--- config.mk ---
export PLATFORM = sky130hd
export DESIGN_NAME = rup_path
export DESIGN_NICKNAME = d
export VERILOG_FILES = /design/src/verilog/rup_pkg.sv /design/src/verilog/rup_xfer_if.sv /design/src/verilog/rup_path.sv /design/src/verilog/rup_osc_regs.sv
export SDC_FILE = /design/constraint.sdc
export NUM_CORES = 1
export LEC_CHECK = 0
export ABC_CLOCK_PERIOD_IN_PS = 3100
export BUFFER_PORTS_ARGS = -buffer_cell sky130_fd_sc_hd__buf_2
export CAP_MARGIN = 10
export CORE_ASPECT_RATIO = 0.75
export CORE_UTILIZATION = 35
export CTS_CLUSTER_DIAMETER = 200
export DETAILED_ROUTE_END_ITERATION = 8
export SLEW_MARGIN = 10
export SYNTH_ARGS = -nofsm -noshare
export SYNTH_HDL_FRONTEND = slang
export SYNTH_SLANG_ARGS = --single-unit
--- constraint.sdc ---
create_clock -name CLK -period 3.1 [get_ports CLK]
set_input_delay 0.93 -clock CLK [delete_from_list [all_inputs] [get_ports CLK]]
set_output_delay 0.93 -clock CLK [all_outputs]
set_load 0.01 [all_outputs]
--- src/verilog/rup_pkg.sv ---
package rup_pkg;
   localparam int CTRL_W = 21;
   localparam int STAT_W = 5;
   // Control / update register field positions
   localparam int ANF_BIT = 0;
   localparam int PAGE_LO = 1;
   localparam int PAGE_W = 7;
   localparam int WDEN_BIT = 8;
   localparam int WDT_LO = 9;
   localparam int WDT_W = 12;
   localparam int WDT_PAD = 17;
   localparam int WDT_CNT_W = 29;
   // Status register bit positions
   localparam int ST_CRC = 0;
   localparam int ST_NSTAT = 1;
   localparam int ST_CORE = 2;
   localparam int ST_NCFG = 3;
   localparam int ST_WD = 4;
   localparam logic [6:0] PAGE_FACTORY = 7'h00;
   localparam logic [6:0] PAGE_APP = 7'h01;
   localparam logic [4:0] STAT_RST = 5'h00;
   // Oscillator enable: 100 MHz / 10 MHz
   localparam int CLK_MHZ = 100;
   localparam int OSC_MHZ = 10;
   localparam int OSC_DIV = CLK_MHZ / OSC_MHZ;
   typedef enum logic [1:0] {RUP_SRC_NONE, RUP_SRC_CTRL, RUP_SRC_UPD, RUP_SRC_STAT} rup_src_type;
endpackage

--- src/verilog/rup_xfer_if.sv ---
`timescale 1ns/1ns
`default_nettype none
interface rup_xfer_if;
   logic [20:0] update_word;
   logic [20:0] control_word;
   logic [4:0] status_word;
   logic reconfig_pulse;
   modport shift_side (output update_word, input control_word, input status_word,
      input reconfig_pulse);
   modport osc_side (input update_word, output control_word, output status_word,
      output reconfig_pulse);
endinterface
`default_nettype wire

--- src/verilog/rup_path.sv ---
// Functional notes
// - Shift register lets user logic read update, status, control; write update.
// - Writes allowed only with factory image loaded in remote update mode.
// - Writes blocked in local mode and for application images in remote mode.
// - Control holds page address, watchdog settings and application-not-factory flag.
// - Read in application image copies control register into shift register.
// - Reconfiguration in remote mode copies update register into control register.
// - Update register changes only by factory shift then update operation.
// - Read in factory image copies update register into shift register.
// - Every reconfiguration writes its cause into the status register.
// - Capture cycle with SHIFT_IN low loads status register into shift register.
// - Control and status registers run on the 10 MHz oscillator.
// - Shift and update registers run on the user-supplied shift clock.
// - Status is five cause flags, all zero after power-on.
// - Power-up page is zero in remote mode, one in local mode.
// - Watchdog field gives top 12 bits of 29-bit count, low 17 zero.
`timescale 1ns/1ns
`default_nettype none
module rup_path
   import rup_pkg::*;
(
   // System
   input wire logic CLK,
   input wire logic RST_B,
   // Mode strap: high for remote update, low for local update
   input wire logic REMOTE_MODE,
   // User shift port (asynchronous pins)
   input wire logic UPGRADE_SHIFT_CLOCK,
   input wire logic SHIFT_EN,
   input wire logic CAPTURE,
   input wire logic UPDATE,
   input wire logic SHIFT_IN,
   output logic SHIFT_OUT,
   // Reconfiguration trigger and causes
   input wire logic RECONFIG,
   input wire logic [4:0] CAUSE,
   // Observation
   output logic [20:0] CONTROL,
   output logic [4:0] STATUS,
   output logic [28:0] WD_COUNT,
   output logic WD_ENABLE,
   output logic WRITE_OK
);
   logic [4:0] s1;
   logic [4:0] s2;
   logic [4:0] s3;
   logic [20:0] shreg;
   logic [20:0] next_shreg;
   logic [20:0] upd;
   logic [20:0] next_upd;
   logic [20:0] ctrl_sync;
   logic [4:0] stat_sync;
   logic [20:0] next_ctrl_sync;
   logic [4:0] next_stat_sync;
   logic [3:0] div;
   logic [3:0] next_div;
   logic osc_en;
   logic remote_q;
   logic next_remote_q;
   logic write_ok;
   logic uclk_rise;
   logic capture_hi;
   logic remote_s1;
   rup_xfer_if xf ();

   // Two-flop synchronisers on user pins except SHIFT_IN; third stage for edge detect
   always_ff @(posedge CLK or negedge RST_B) begin
      if (!RST_B) begin
         s1 <= '0;
         s2 <= '0;
         s3 <= '0;
      end else begin
         s1 <= {RECONFIG, UPGRADE_SHIFT_CLOCK, SHIFT_EN, CAPTURE, UPDATE};
         s2 <= s1;
         s3 <= s2;
      end
   end
   assign uclk_rise = s2[3] & ~s3[3];
   assign capture_hi = s2[1];

   // Oscillator tick derived from CLK
   always_comb begin
      next_div = (div == 4'(OSC_DIV - 1)) ? 4'h0 : div + 4'h1;
   end
   assign osc_en = (div == 4'(OSC_DIV - 1));

   // Write gate: factory image in remote update mode only
   assign write_ok = remote_q & ~ctrl_sync[ANF_BIT];

   always_comb begin
      next_shreg = shreg;
      next_upd = upd;
      // Mode strap pin crosses in through two flops before gating writes
      next_remote_q = remote_s1;
      if (uclk_rise) begin
         if (s2[2]) begin
            next_shreg = {SHIFT_IN, shreg[20:1]};
         end else if (capture_hi) begin
            // Capture: status first, then the read source by image type
            next_shreg = '0;
            next_shreg[STAT_W-1:0] = stat_sync;
            if (SHIFT_IN) begin
               next_shreg = ctrl_sync[ANF_BIT] ? ctrl_sync : upd;
            end
         end else if (s2[0] && write_ok) begin
            next_upd = shreg;
         end
      end
   end

   // Oscillator-side values re-sampled only on the tick after they settle
   always_comb begin
      next_ctrl_sync = ctrl_sync;
      next_stat_sync = stat_sync;
      if (osc_en) begin
         next_ctrl_sync = xf.control_word;
         next_stat_sync = xf.status_word;
      end
   end

   always_ff @(posedge CLK or negedge RST_B) begin
      if (!RST_B) begin
         shreg <= '0;
         upd <= '0;
         div <= '0;
         ctrl_sync <= '0;
         stat_sync <= STAT_RST;
         remote_q <= 1'b0;
         remote_s1 <= 1'b0;
      end else begin
         shreg <= next_shreg;
         upd <= next_upd;
         div <= next_div;
         ctrl_sync <= next_ctrl_sync;
         stat_sync <= next_stat_sync;
         remote_s1 <= REMOTE_MODE;
         remote_q <= next_remote_q;
      end
   end

   // Update word is held stable by the user while reconfig is pending
   assign xf.update_word = upd;

   rup_osc_regs u_osc (
      .clk(CLK),
      .rst_b(RST_B),
      .osc_en(osc_en),
      .remote_mode(REMOTE_MODE),
      .reconfig_req(s2[4]),
      .cause(CAUSE),
      .xf(xf)
   );

   assign SHIFT_OUT = shreg[0];
   assign CONTROL = ctrl_sync;
   assign STATUS = stat_sync;
   assign WD_COUNT = {ctrl_sync[WDT_LO +: WDT_W], {WDT_PAD{1'b0}}};
   assign WD_ENABLE = ctrl_sync[WDEN_BIT] & ctrl_sync[ANF_BIT];
   assign WRITE_OK = write_ok;
endmodule
`default_nettype wire

--- src/verilog/rup_osc_regs.sv ---
`timescale 1ns/1ns
`default_nettype none
module rup_osc_regs
   import rup_pkg::*;
(
   // Clock and reset
   input wire logic clk,
   input wire logic rst_b,
   input wire logic osc_en,
   // Mode and causes
   input wire logic remote_mode,
   input wire logic reconfig_req,
   input wire logic [4:0] cause,
   rup_xfer_if.osc_side xf
);
   logic [20:0] ctrl;
   logic [20:0] next_ctrl;
   logic [4:0] stat;
   logic [4:0] next_stat;
   logic pend;
   logic next_pend;
   logic strap_done;
   logic next_strap_done;

   always_comb begin
      next_ctrl = ctrl;
      next_stat = stat;
      next_pend = pend | reconfig_req;
      next_strap_done = 1'b1;
      if (!strap_done) begin
         // Power-up page: factory in remote mode, application in local mode
         next_ctrl = '0;
         next_ctrl[PAGE_LO +: PAGE_W] = remote_mode ? PAGE_FACTORY : PAGE_APP;
         next_ctrl[ANF_BIT] = ~remote_mode;
      end else if (osc_en && pend) begin
         // Control and status change only on the oscillator tick once the power-up strap load is done
         next_pend = reconfig_req;
         next_stat = cause;
         if (remote_mode) begin
            next_ctrl = xf.update_word;
         end else begin
            // Local mode falls back to factory on CRC or nSTATUS causes, else reloads page one
            next_ctrl = '0;
            if (cause[ST_CRC] | cause[ST_NSTAT]) begin
               next_ctrl[PAGE_LO +: PAGE_W] = PAGE_FACTORY;
            end else begin
               next_ctrl[PAGE_LO +: PAGE_W] = PAGE_APP;
               next_ctrl[ANF_BIT] = 1'b1;
            end
         end
      end
   end

   always_ff @(posedge clk or negedge rst_b) begin
      if (!rst_b) begin
         ctrl <= '0;
         stat <= STAT_RST;
         pend <= 1'b0;
         strap_done <= 1'b0;
      end else begin
         ctrl <= next_ctrl;
         stat <= next_stat;
         pend <= next_pend;
         strap_done <= next_strap_done;
      end
   end

   assign xf.control_word = ctrl;
   assign xf.status_word = stat;
   assign xf.reconfig_pulse = osc_en & pend & strap_done;
endmodule
`default_nettype wire

==> results of run 1 <==
-- cell usage after synthesis, drive strengths merged --
| master | n |
|---|---|
| mux2 | 43 |
| a31oi | 6 |
| nor2b | 2 |
| or2 | 2 |
| a22o | 1 |
| mux2i | 20 |
| buf | 45 |
| conb | 2 |
| dfrtp | 113 |
| a21oi | 7 |
| clkbuf | 17 |
| nand3 | 3 |
| and4 | 1 |
| o21ai | 36 |
| o211ai | 2 |
| nand2 | 102 |
| nand2b | 1 |
| nand4 | 19 |
| xnor2 | 1 |
| nand4bb | 1 |
| nor4bb | 1 |
| nor2 | 9 |
| inv | 4 |
| o2111ai | 1 |
| a211o | 5 |
| a21boi | 19 |
| and3 | 2 |
| and2 | 2 |
| nor3 | 1 |
-- cell families (layout without fill, tap and decap cells) --
family	count (synthesis)	in the layout	share of synthesized area
simple gates	146	146	0.127
compound gates	77	77	0.0922
buf+inv	66	100	0.0809
other cells	2	18	0.00147
mux	63	63	0.144
flops	113	113	0.553
xor+xnor	1	1	0.00171
-- final cells by class --
class | instances | area, sq um | area share
inverter | 4 | 15.0 | 0.00248
tap | 195 | 244 | 0.0404
sequential | 113 | 2830 | 0.468
timing repair buffer | 64 | 373 | 0.0617
multi-input combinational | 305 | 1950 | 0.323
clock inverter | 14 | 189 | 0.0313
clock buffer | 18 | 439 | 0.0727
-- flip-flops by register name (all words and copies together), names as in the netlist --
name / flops
u_osc.xf.status_word: 5
STATUS: 5
u_osc.strap_done: 1
next_remote_q: 1
div: 4
remote_q: 1
s2: 5
s1: 5
s3: 1
CONTROL: 21
upd: 21
u_osc.xf.control_word: 21
shreg: 21
u_osc.pend: 1
-- power by group --
group          total [mW]  switching (mW)  leakage [nW]  internal [mW]
Clock                2.05           0.693         0.302           1.36
Sequential           1.61          0.0596          1.48           1.55
Combinational       0.234           0.132          1.19          0.103
Total                3.89           0.884          2.97           3.01
-- path summary, 6_finish.rpt --
path / cells past startpoint / endpoint
worst min register to register: 0 / s2[3]
max in group asynchronous: 2 / s2[4]
min in group asynchronous: 1 / shreg[12]
worst max register to register: 3 / shreg[15]
worst max-delay path: 3 / WRITE_OK
worst min-delay path: 0 / s2[3]
-- layer usage --
metal	track usage	wire [um]
met1	0.226	5420
met2	0.238	4890
met3	0.0478	417
met4	0.0576	195
met5	0	0
-- through the flow --
stage / total power, mW / hold WS [ns] / utilization / worst slack, ns / cell area [sq um]
after CTS: 3.94 / 0.352 / 0.432 / 0.718 / 6040
after floorplan: 1.78 / 0.331 / - / 1.18 / 5180
final: 3.89 / 0.348 / 0.432 / 0.757 / 6040
after detailed placement: 1.87 / 0.337 / 0.387 / 0.972 / 5410
after global routing: 4.05 / 0.358 / 0.432 / 0.661 / 6040
after global placement: 1.86 / 0.335 / 0.387 / 1.09 / 5410
==> impl.org, run 1 <==
** Run status
- The run finished with clean final reports.

** Detailed routing
- Summed over all layers, the routed wires come to ~11,000 um.
- Dividing the detail-routed wire length by the instance count gives 15.3 um.
- Vias per std cell :: about 4.8
- For this block, the initial DRC count from the detailed router was between 200 and 250.
- Drt first pass iters :: 4
- Via total after detailed routing :: around 3,400
- For this run, design rule violations remaining after detail routing come to 0.
- In this run the remaining antenna-violating nets after routing total 0.

** Synthesis
- Average cell area after synthesis :: approximately 11 sq um
- Cell taking the most area after synthesis :: sky130_fd_sc_hd__dfrtp_1
- The share of synthesized area in the top cell type comes to 0.553.
- The netlist uses 37 different library cells.
- Total standard cell area after synthesis :: between 5000 and 6000 sq um
- For this run, the register share of the synthesized area comes to 0.553.
- By area the synthesized netlist is led by sky130_fd_sc_hd__dfrtp_1, sky130_fd_sc_hd__nand2_1, sky130_fd_sc_hd__mux2_2, sky130_fd_sc_hd__buf_4, sky130_fd_sc_hd__mux2_4.
- For this run, the number of Yosys warnings is 0.
- #FFs+latches synth :: about 110
- Synthesis produced approximately 470 cells.

** Setup path
- Together, buffers and inverters on the worst path number 2.
- On the worst path, the slowest cell contributes a delay of 0.45 ns.
- Source of the critical timing path :: CONTROL[0]
- List of cells traversed by the critical path :: buf_4, nor2b_1, buf_2
- The largest individual stage delay along the critical path comes from the cell sky130_fd_sc_hd__dfrtp_1.
- Critical path arrival :: 1.41 ns
- On the critical path the largest part of the delay comes from flip-flops.
- STA classifies the critical path endpoint as an output pin.
- Setup slack on the worst reg-to-reg path comes out at 0.93 ns.
- The worst register-to-register path begins at s2[2].
- Required time at the worst-slack endpoint :: about 2.2 ns
- Sort of element at the start of the critical path :: flip-flop
- Of all nets on the critical path, the largest fanout is 13.
- The critical path is of the reg2out type.

** CTS
- Counting along the longest clock path gives a buffer depth of 2.
- Clock latency on the worst-skew pair :: slightly above 0.4 ns
- CTS saw 113 sinks.
- Buffers inserted during clock tree synthesis total 17.
- After clock tree synthesis, the clock-pin slew on the worst setup and hold paths is 0.06 ns.
- Setup repair bufs after CTS :: 0
- Hold buffer count at cts :: 0
- Clock Tree Root :: sky130_fd_sc_hd__clkbuf_16
- Number of H-tree branching levels :: 4
- TritonCTS built the clock tree.
- Gates resized during post-CTS repair numbered 0.

** Place
- Once detailed placement completed, the half-perimeter wirelength came to just over 7000 um.
- Buffers placed on the I/O ports in this run total 54.
- Routability Congestion :: approximately 0.78
- Total placed cells including tap cells :: around 700

** Power and ir drop
- Total power per unit cell area :: between 600 and 700 nW/um^2
- The analysis attributes to cell leakage a power of between 2 and 3 nW.
- The worst-case IR drop observed on VDD is 0.450 mV.

** Floorplan
- In this run the vertical extent of the chip is 107 um.
- The floorplan step defined a die boundary enclosing around 15,000 sq um.
- Core outline area :: approximately 14,000 sq um
- I/O pin count :: a little over 70
- The floorplan has 37 rows.
- The initial utilization of the core area, before any placement, comes to 0.366.
- The die is between 100 and 150 um wide.

** Layout
- Count of inserted antenna diode cells :: 0
- Of the cells placed in the final design, the portion with a size suffix greater than 1 is 0.274.
- The library cells used most frequently in the layout, excluding fill and tap cells, are sky130_fd_sc_hd__dfrtp_1, sky130_fd_sc_hd__nand2_1, sky130_fd_sc_hd__buf_2.
- Most common cell after layout, fill and taps aside :: sky130_fd_sc_hd__dfrtp_1
- Net count, final :: between 500 and 600
- Non-Filler Instances :: 713
- Area overhead of the layout relative to synthesis :: 18.1%
- Count of filler cells inserted in the layout :: 1,339

** Timing
- Total count of hold-check failures in the final report :: 0
- Post-route fraction of the period consumed by the critical path :: 0.756
- For the pin with the worst max-slew slack, the measured transition is 0.880 ns.
- Setup violations, final :: 0
- Maximum clock skew at final layout :: a little over 0.007 ns
- For the finished layout, the period the worst path requires is between 2 and 2.5 ns.
- Worst-case headroom to the max-slew limit :: 0.414
- Summed over all failing endpoints, the final setup total negative slack is 0 ns.
- Setup repair after global routing missed its margin :: no
- Max Transition Viols Final :: 0
- Max frequency :: approximately 430 MHz

** GRT
- Total congestion overflow after global routing :: 0
- The number of antenna violations at the first check in global routing came to 0.
- The via count of the first global-routing pass was approximately 3,500.
- Across every metal layer, demand over resource in global routing totals 0.162.
- Entering global routing, the biggest net connects 51 pins.
- The first global-routing pass estimated ~19,000 um of wire.

** Worst hold path
- Beginning of the worst hold path :: s1[3]
- Hold/Removal Path Class :: reg2reg

** Job
- Number of maximum-capacitance violations :: 0
Power figures use the tool's default switching activity.
==> run 2: changes to the inputs <==
- ABC_AREA: default -> 1
- ABC_CLOCK_PERIOD_IN_PS: 3100 -> 2200
- clock period: 3.1 -> 2.2 ns (I/O delays scaled with it)
==> run 2 against run 1 <==
Setup slack got worse by 0.53 ns. Wire length rose by 2.1%. Combinational power rose to 2.5 times the previous value. Synthesized cell count rose by 21%. Critical path type unchanged. Largest power group unchanged.
==> impl.org, run 2 <==
** Run status
- Run status :: complete, no violations (unchanged)

** Timing
- Worst-case headroom to the max-slew limit :: 0.529 (was 0.414)
- Maximum clock skew at final layout :: 0.00995 ns (was 0.00705 ns)
- Final sum of negative setup slack :: 0 ns (unchanged)
- Setup repair after global routing missed its margin: no (unchanged).
- Max frequency :: 507 MHz
- Post-route fraction of the period consumed by the critical path :: 0.897
- The total setup violations reported at the end of the flow is 0 (unchanged).
- The routed design could run at a clock period as short as between 1.5 and 2 ns.
- The number of hold-slack violations in the final timing report was 0 (unchanged).
- Minimum hold slack :: 0.253 ns (was 0.348 ns)
- The max-slew violation count is 0 (unchanged).
- Slew at the pin closest to its max-slew limit :: 0.706 ns (was 0.880 ns)

** Layout
- The final antenna diode count is 0 (unchanged).
- The commonest non-fill, non-tap cell in the layout is sky130_fd_sc_hd__nand2_1 (was sky130_fd_sc_hd__dfrtp_1).
- Net count, final :: 619 (was 519)
- Count of filler cells inserted in the layout :: 1,400 (was 1,339)
- Leading cell types in the layout, fill and taps excluded :: sky130_fd_sc_hd__nand2_1, sky130_fd_sc_hd__dfrtp_1, sky130_fd_sc_hd__a21oi_1 (was sky130_fd_sc_hd__dfrtp_1, sky130_fd_sc_hd__nand2_1, sky130_fd_sc_hd__buf_2)
- The combined area of the multi-input logic cells is 1800 sq um (was 1950 sq um).
- The relative area change from synthesis to final layout came to 16.2% (was 18.1%).
- The area used by sequential logic in the layout is 2830 sq um (unchanged).
- Share of layout cells above drive strength 1 :: 0.225 (was 0.274)

** Power and ir drop
- The final total power was 5.73 mW (was 3.89 mW).
- LEAKAGE :: 3.04 nW (was 2.97 nW)
- The power per standard cell area came to 949 nW/um^2 (was 645 nW/um^2).
- Largest vdd supply drop :: 0.686 mV (was 0.450 mV)

** Synthesis
- Share of the synthesized area in the top cell type :: 0.544 (was 0.553)
- #FFs+latches synth :: 113 (unchanged)
- Number of distinct standard cells referenced by the synthesized netlist :: 26 (was 37)
- The predominant post-synthesis flop cell is sky130_fd_sc_hd__dfrtp_1 (unchanged).
- Top cells by instance count after synthesis: sky130_fd_sc_hd__nand2_1, sky130_fd_sc_hd__dfrtp_1, sky130_fd_sc_hd__a21oi_1 (was sky130_fd_sc_hd__dfrtp_1, sky130_fd_sc_hd__nand2_1, sky130_fd_sc_hd__o21ai_0).
- Fraction of the yosys area taken by sequential cells :: 0.544 (was 0.553)
- Cell taking the most area after synthesis :: sky130_fd_sc_hd__dfrtp_1 (unchanged)
- Total standard cell area after synthesis :: 5200 sq um (was 5120 sq um)
- The number of warnings reported in the yosys synthesis log is 0 (unchanged).
- Post-synthesis async set-or-reset flop share :: 1.00 (unchanged)
- Post-synth EDFFs :: 0 (unchanged)
- Most used standard cell by instance count after synthesis :: sky130_fd_sc_hd__nand2_1 (was sky130_fd_sc_hd__dfrtp_1)
- Post-synthesis cell count :: 565 (was 468)
- Largest cells by area after synthesis :: sky130_fd_sc_hd__dfrtp_1, sky130_fd_sc_hd__nand2_1, sky130_fd_sc_hd__a21oi_1, sky130_fd_sc_hd__o21ai_2, sky130_fd_sc_hd__buf_4 (was sky130_fd_sc_hd__dfrtp_1, sky130_fd_sc_hd__nand2_1, sky130_fd_sc_hd__mux2_2, sky130_fd_sc_hd__buf_4, sky130_fd_sc_hd__mux2_4)
- The post-synthesis average cell area was 9.20 sq um (was 10.9 sq um).

** CTS
- Hold buffer count at cts :: 0 (unchanged)
- The TritonCTS clock tree is done (unchanged).
- Number of H-tree branching levels :: 4 (unchanged)
- CTS Buf Count :: 17 (unchanged)
- Gates resized, CTS repair :: 0 (unchanged)
- Clock transition at the registers of the reported paths :: 0.06 ns (about the same)
- Setup repair bufs after CTS :: 0 (unchanged)
- Buffers from clock root to sink, at most :: 2 (unchanged)
- Num Clock Sinks :: 113 (unchanged)
- Clock Tree Root :: sky130_fd_sc_hd__clkbuf_16 (unchanged)
- The clock latency reported for the late side of the worst-skew pair was 0.41 ns (about the same).

** Detailed routing
- The post-detailed-route count of antenna-violating nets was 0 (unchanged).
- The DRC violation count after routing is 0 (unchanged).
- The final wirelength was 11,200 um (was 10,900 um).
- Starting DRT DRC Count :: 250 (was 226)
- Drt first pass iters :: 5 (was 4)
- The wire length per cell after detailed routing was 13.6 um (was 15.3 um).
- The mean number of vias per cell is 4.64 (was 4.77).
- Via total after detailed routing :: 3,796 (was 3,402)

** GRT
- The number of antenna violations at the first check in global routing is 0 (unchanged).
- The via count of the first global-routing pass is 3,776 (was 3,498).
- The aggregate global-route resource usage is 0.164 (was 0.162).
- The total global routing overflow is 0 (unchanged).
- The pin count of the biggest net entering global routing is 64 (was 51).
- The wire length of the first global-routing pass came to 19,100 um (was 18,700 um).

** Place
- PortBufs :: 54 (unchanged)
- Post-DP HPWL :: 7340 um (was 7200 um)
- The global placer's final weighted congestion came to 0.770 (was 0.779).

** Setup path
- Critical path arrival :: 1.31 ns (was 1.41 ns)
- The maximum fanout encountered on the critical timing path is 20 (was 13).
- Type of the worst setup path :: reg2out (unchanged)
- The required time of the critical path came to 1.54 ns (was 2.17 ns).
- The critical path launch point type was a flip-flop (unchanged).
- Setup slack, reg-to-reg :: 0.53 ns (was 0.93 ns)
- Slowest cell on crit path :: sky130_fd_sc_hd__dfrtp_1 (unchanged)
- List of cells traversed by the critical path: buf_4, buf_2 (was buf_4, nor2b_1, buf_2).
- Max stage delay on crit path :: 0.45 ns (about the same)
- The critical path capture point type was an output pin (unchanged).

** Job
- The count of maximum capacitance violations came to 0 (unchanged).

** Floorplan
- Die H :: 108 um (was 107 um)
- The total core area was 14,500 sq um (was 14,000 sq um).
- Starting Density :: 0.358 (was 0.366)
- I/O pin count :: 72 (unchanged)
- The floorplan die width is 143 um (was 142 um).
- The number of placement rows came to 38 (was 37).
- Die area :: 15,300 sq um (was 15,100 sq um)

** Worst hold path
- Hold/Removal Path Class :: in2async (was reg2reg)
## run 2: worst paths after layout
check / to / from / depth (start not counted)
max in group asynchronous: upd[3] / RST_B / 2
min in group CLK: s2[4] / s1[4] / 0
max reg2reg: u_osc.xf.status_word[2] / div[2] / 5
max: CONTROL[0] / CONTROL[0] / 2
min: STATUS[4] / RST_B / 2
min reg2reg: s2[4] / s1[4] / 0
## run 2: cell type report
class / instances / area share
multi-input cells: 358 / 0.299
flip-flops and latches: 113 / 0.468
inverters: 51 / 0.0319
repair buffers: 64 / 0.0618
clock buffers: 20 / 0.0756
clock inverters: 12 / 0.0220
well taps: 200 / 0.0415
## run 2: through the flow
| stage | util | worst slack, ns | std cells | area (sq um) |
|---|---|---|---|---|
| 2_1_floorplan | - | 0.654 | 581 | 5260 |
| 3_3_place_gp | 0.376 | 0.578 | 786 | 5450 |
| 3_5_place_dp | 0.376 | 0.544 | 786 | 5450 |
| 4_1_cts | 0.416 | 0.202 | 818 | 6040 |
| 5_1_grt | 0.416 | 0.166 | 818 | 6040 |
| 6_report | 0.416 | 0.226 | 818 | 6040 |
## run 2: cell families after synthesis
| kind of cell | after synthesis | share of synthesized area |
|---|---|---|
| buf+inv | 110 | 0.120 |
| flops | 113 | 0.544 |
| simple gates | 215 | 0.186 |
| compound gates | 125 | 0.148 |
| other cells | 2 | 0.00145 |
## run 2: where the power goes
group          leakage [nW]  switching [mW]  internal, mW
Sequential             1.44           0.160          2.29
Combinational          1.32           0.369         0.220
Clock                 0.283           0.964          1.73
## run 2: worst max-delay path, delay by kind of cell, from the launching register on
| family | cells | cell delay [ns] |
|---|---|---|
| flops | 1 | 0.45 |
| buf+inv | 2 | 0.47 |
## run 2: metal layers
layer	part of all wire	global-route usage	up-vias
met4	0.0059	0.0630	0
met3	0.053	0.0427	4
li1	-	-	1859
met2	0.47	0.256	113
met5	0	0	-
met1	0.47	0.217	1820
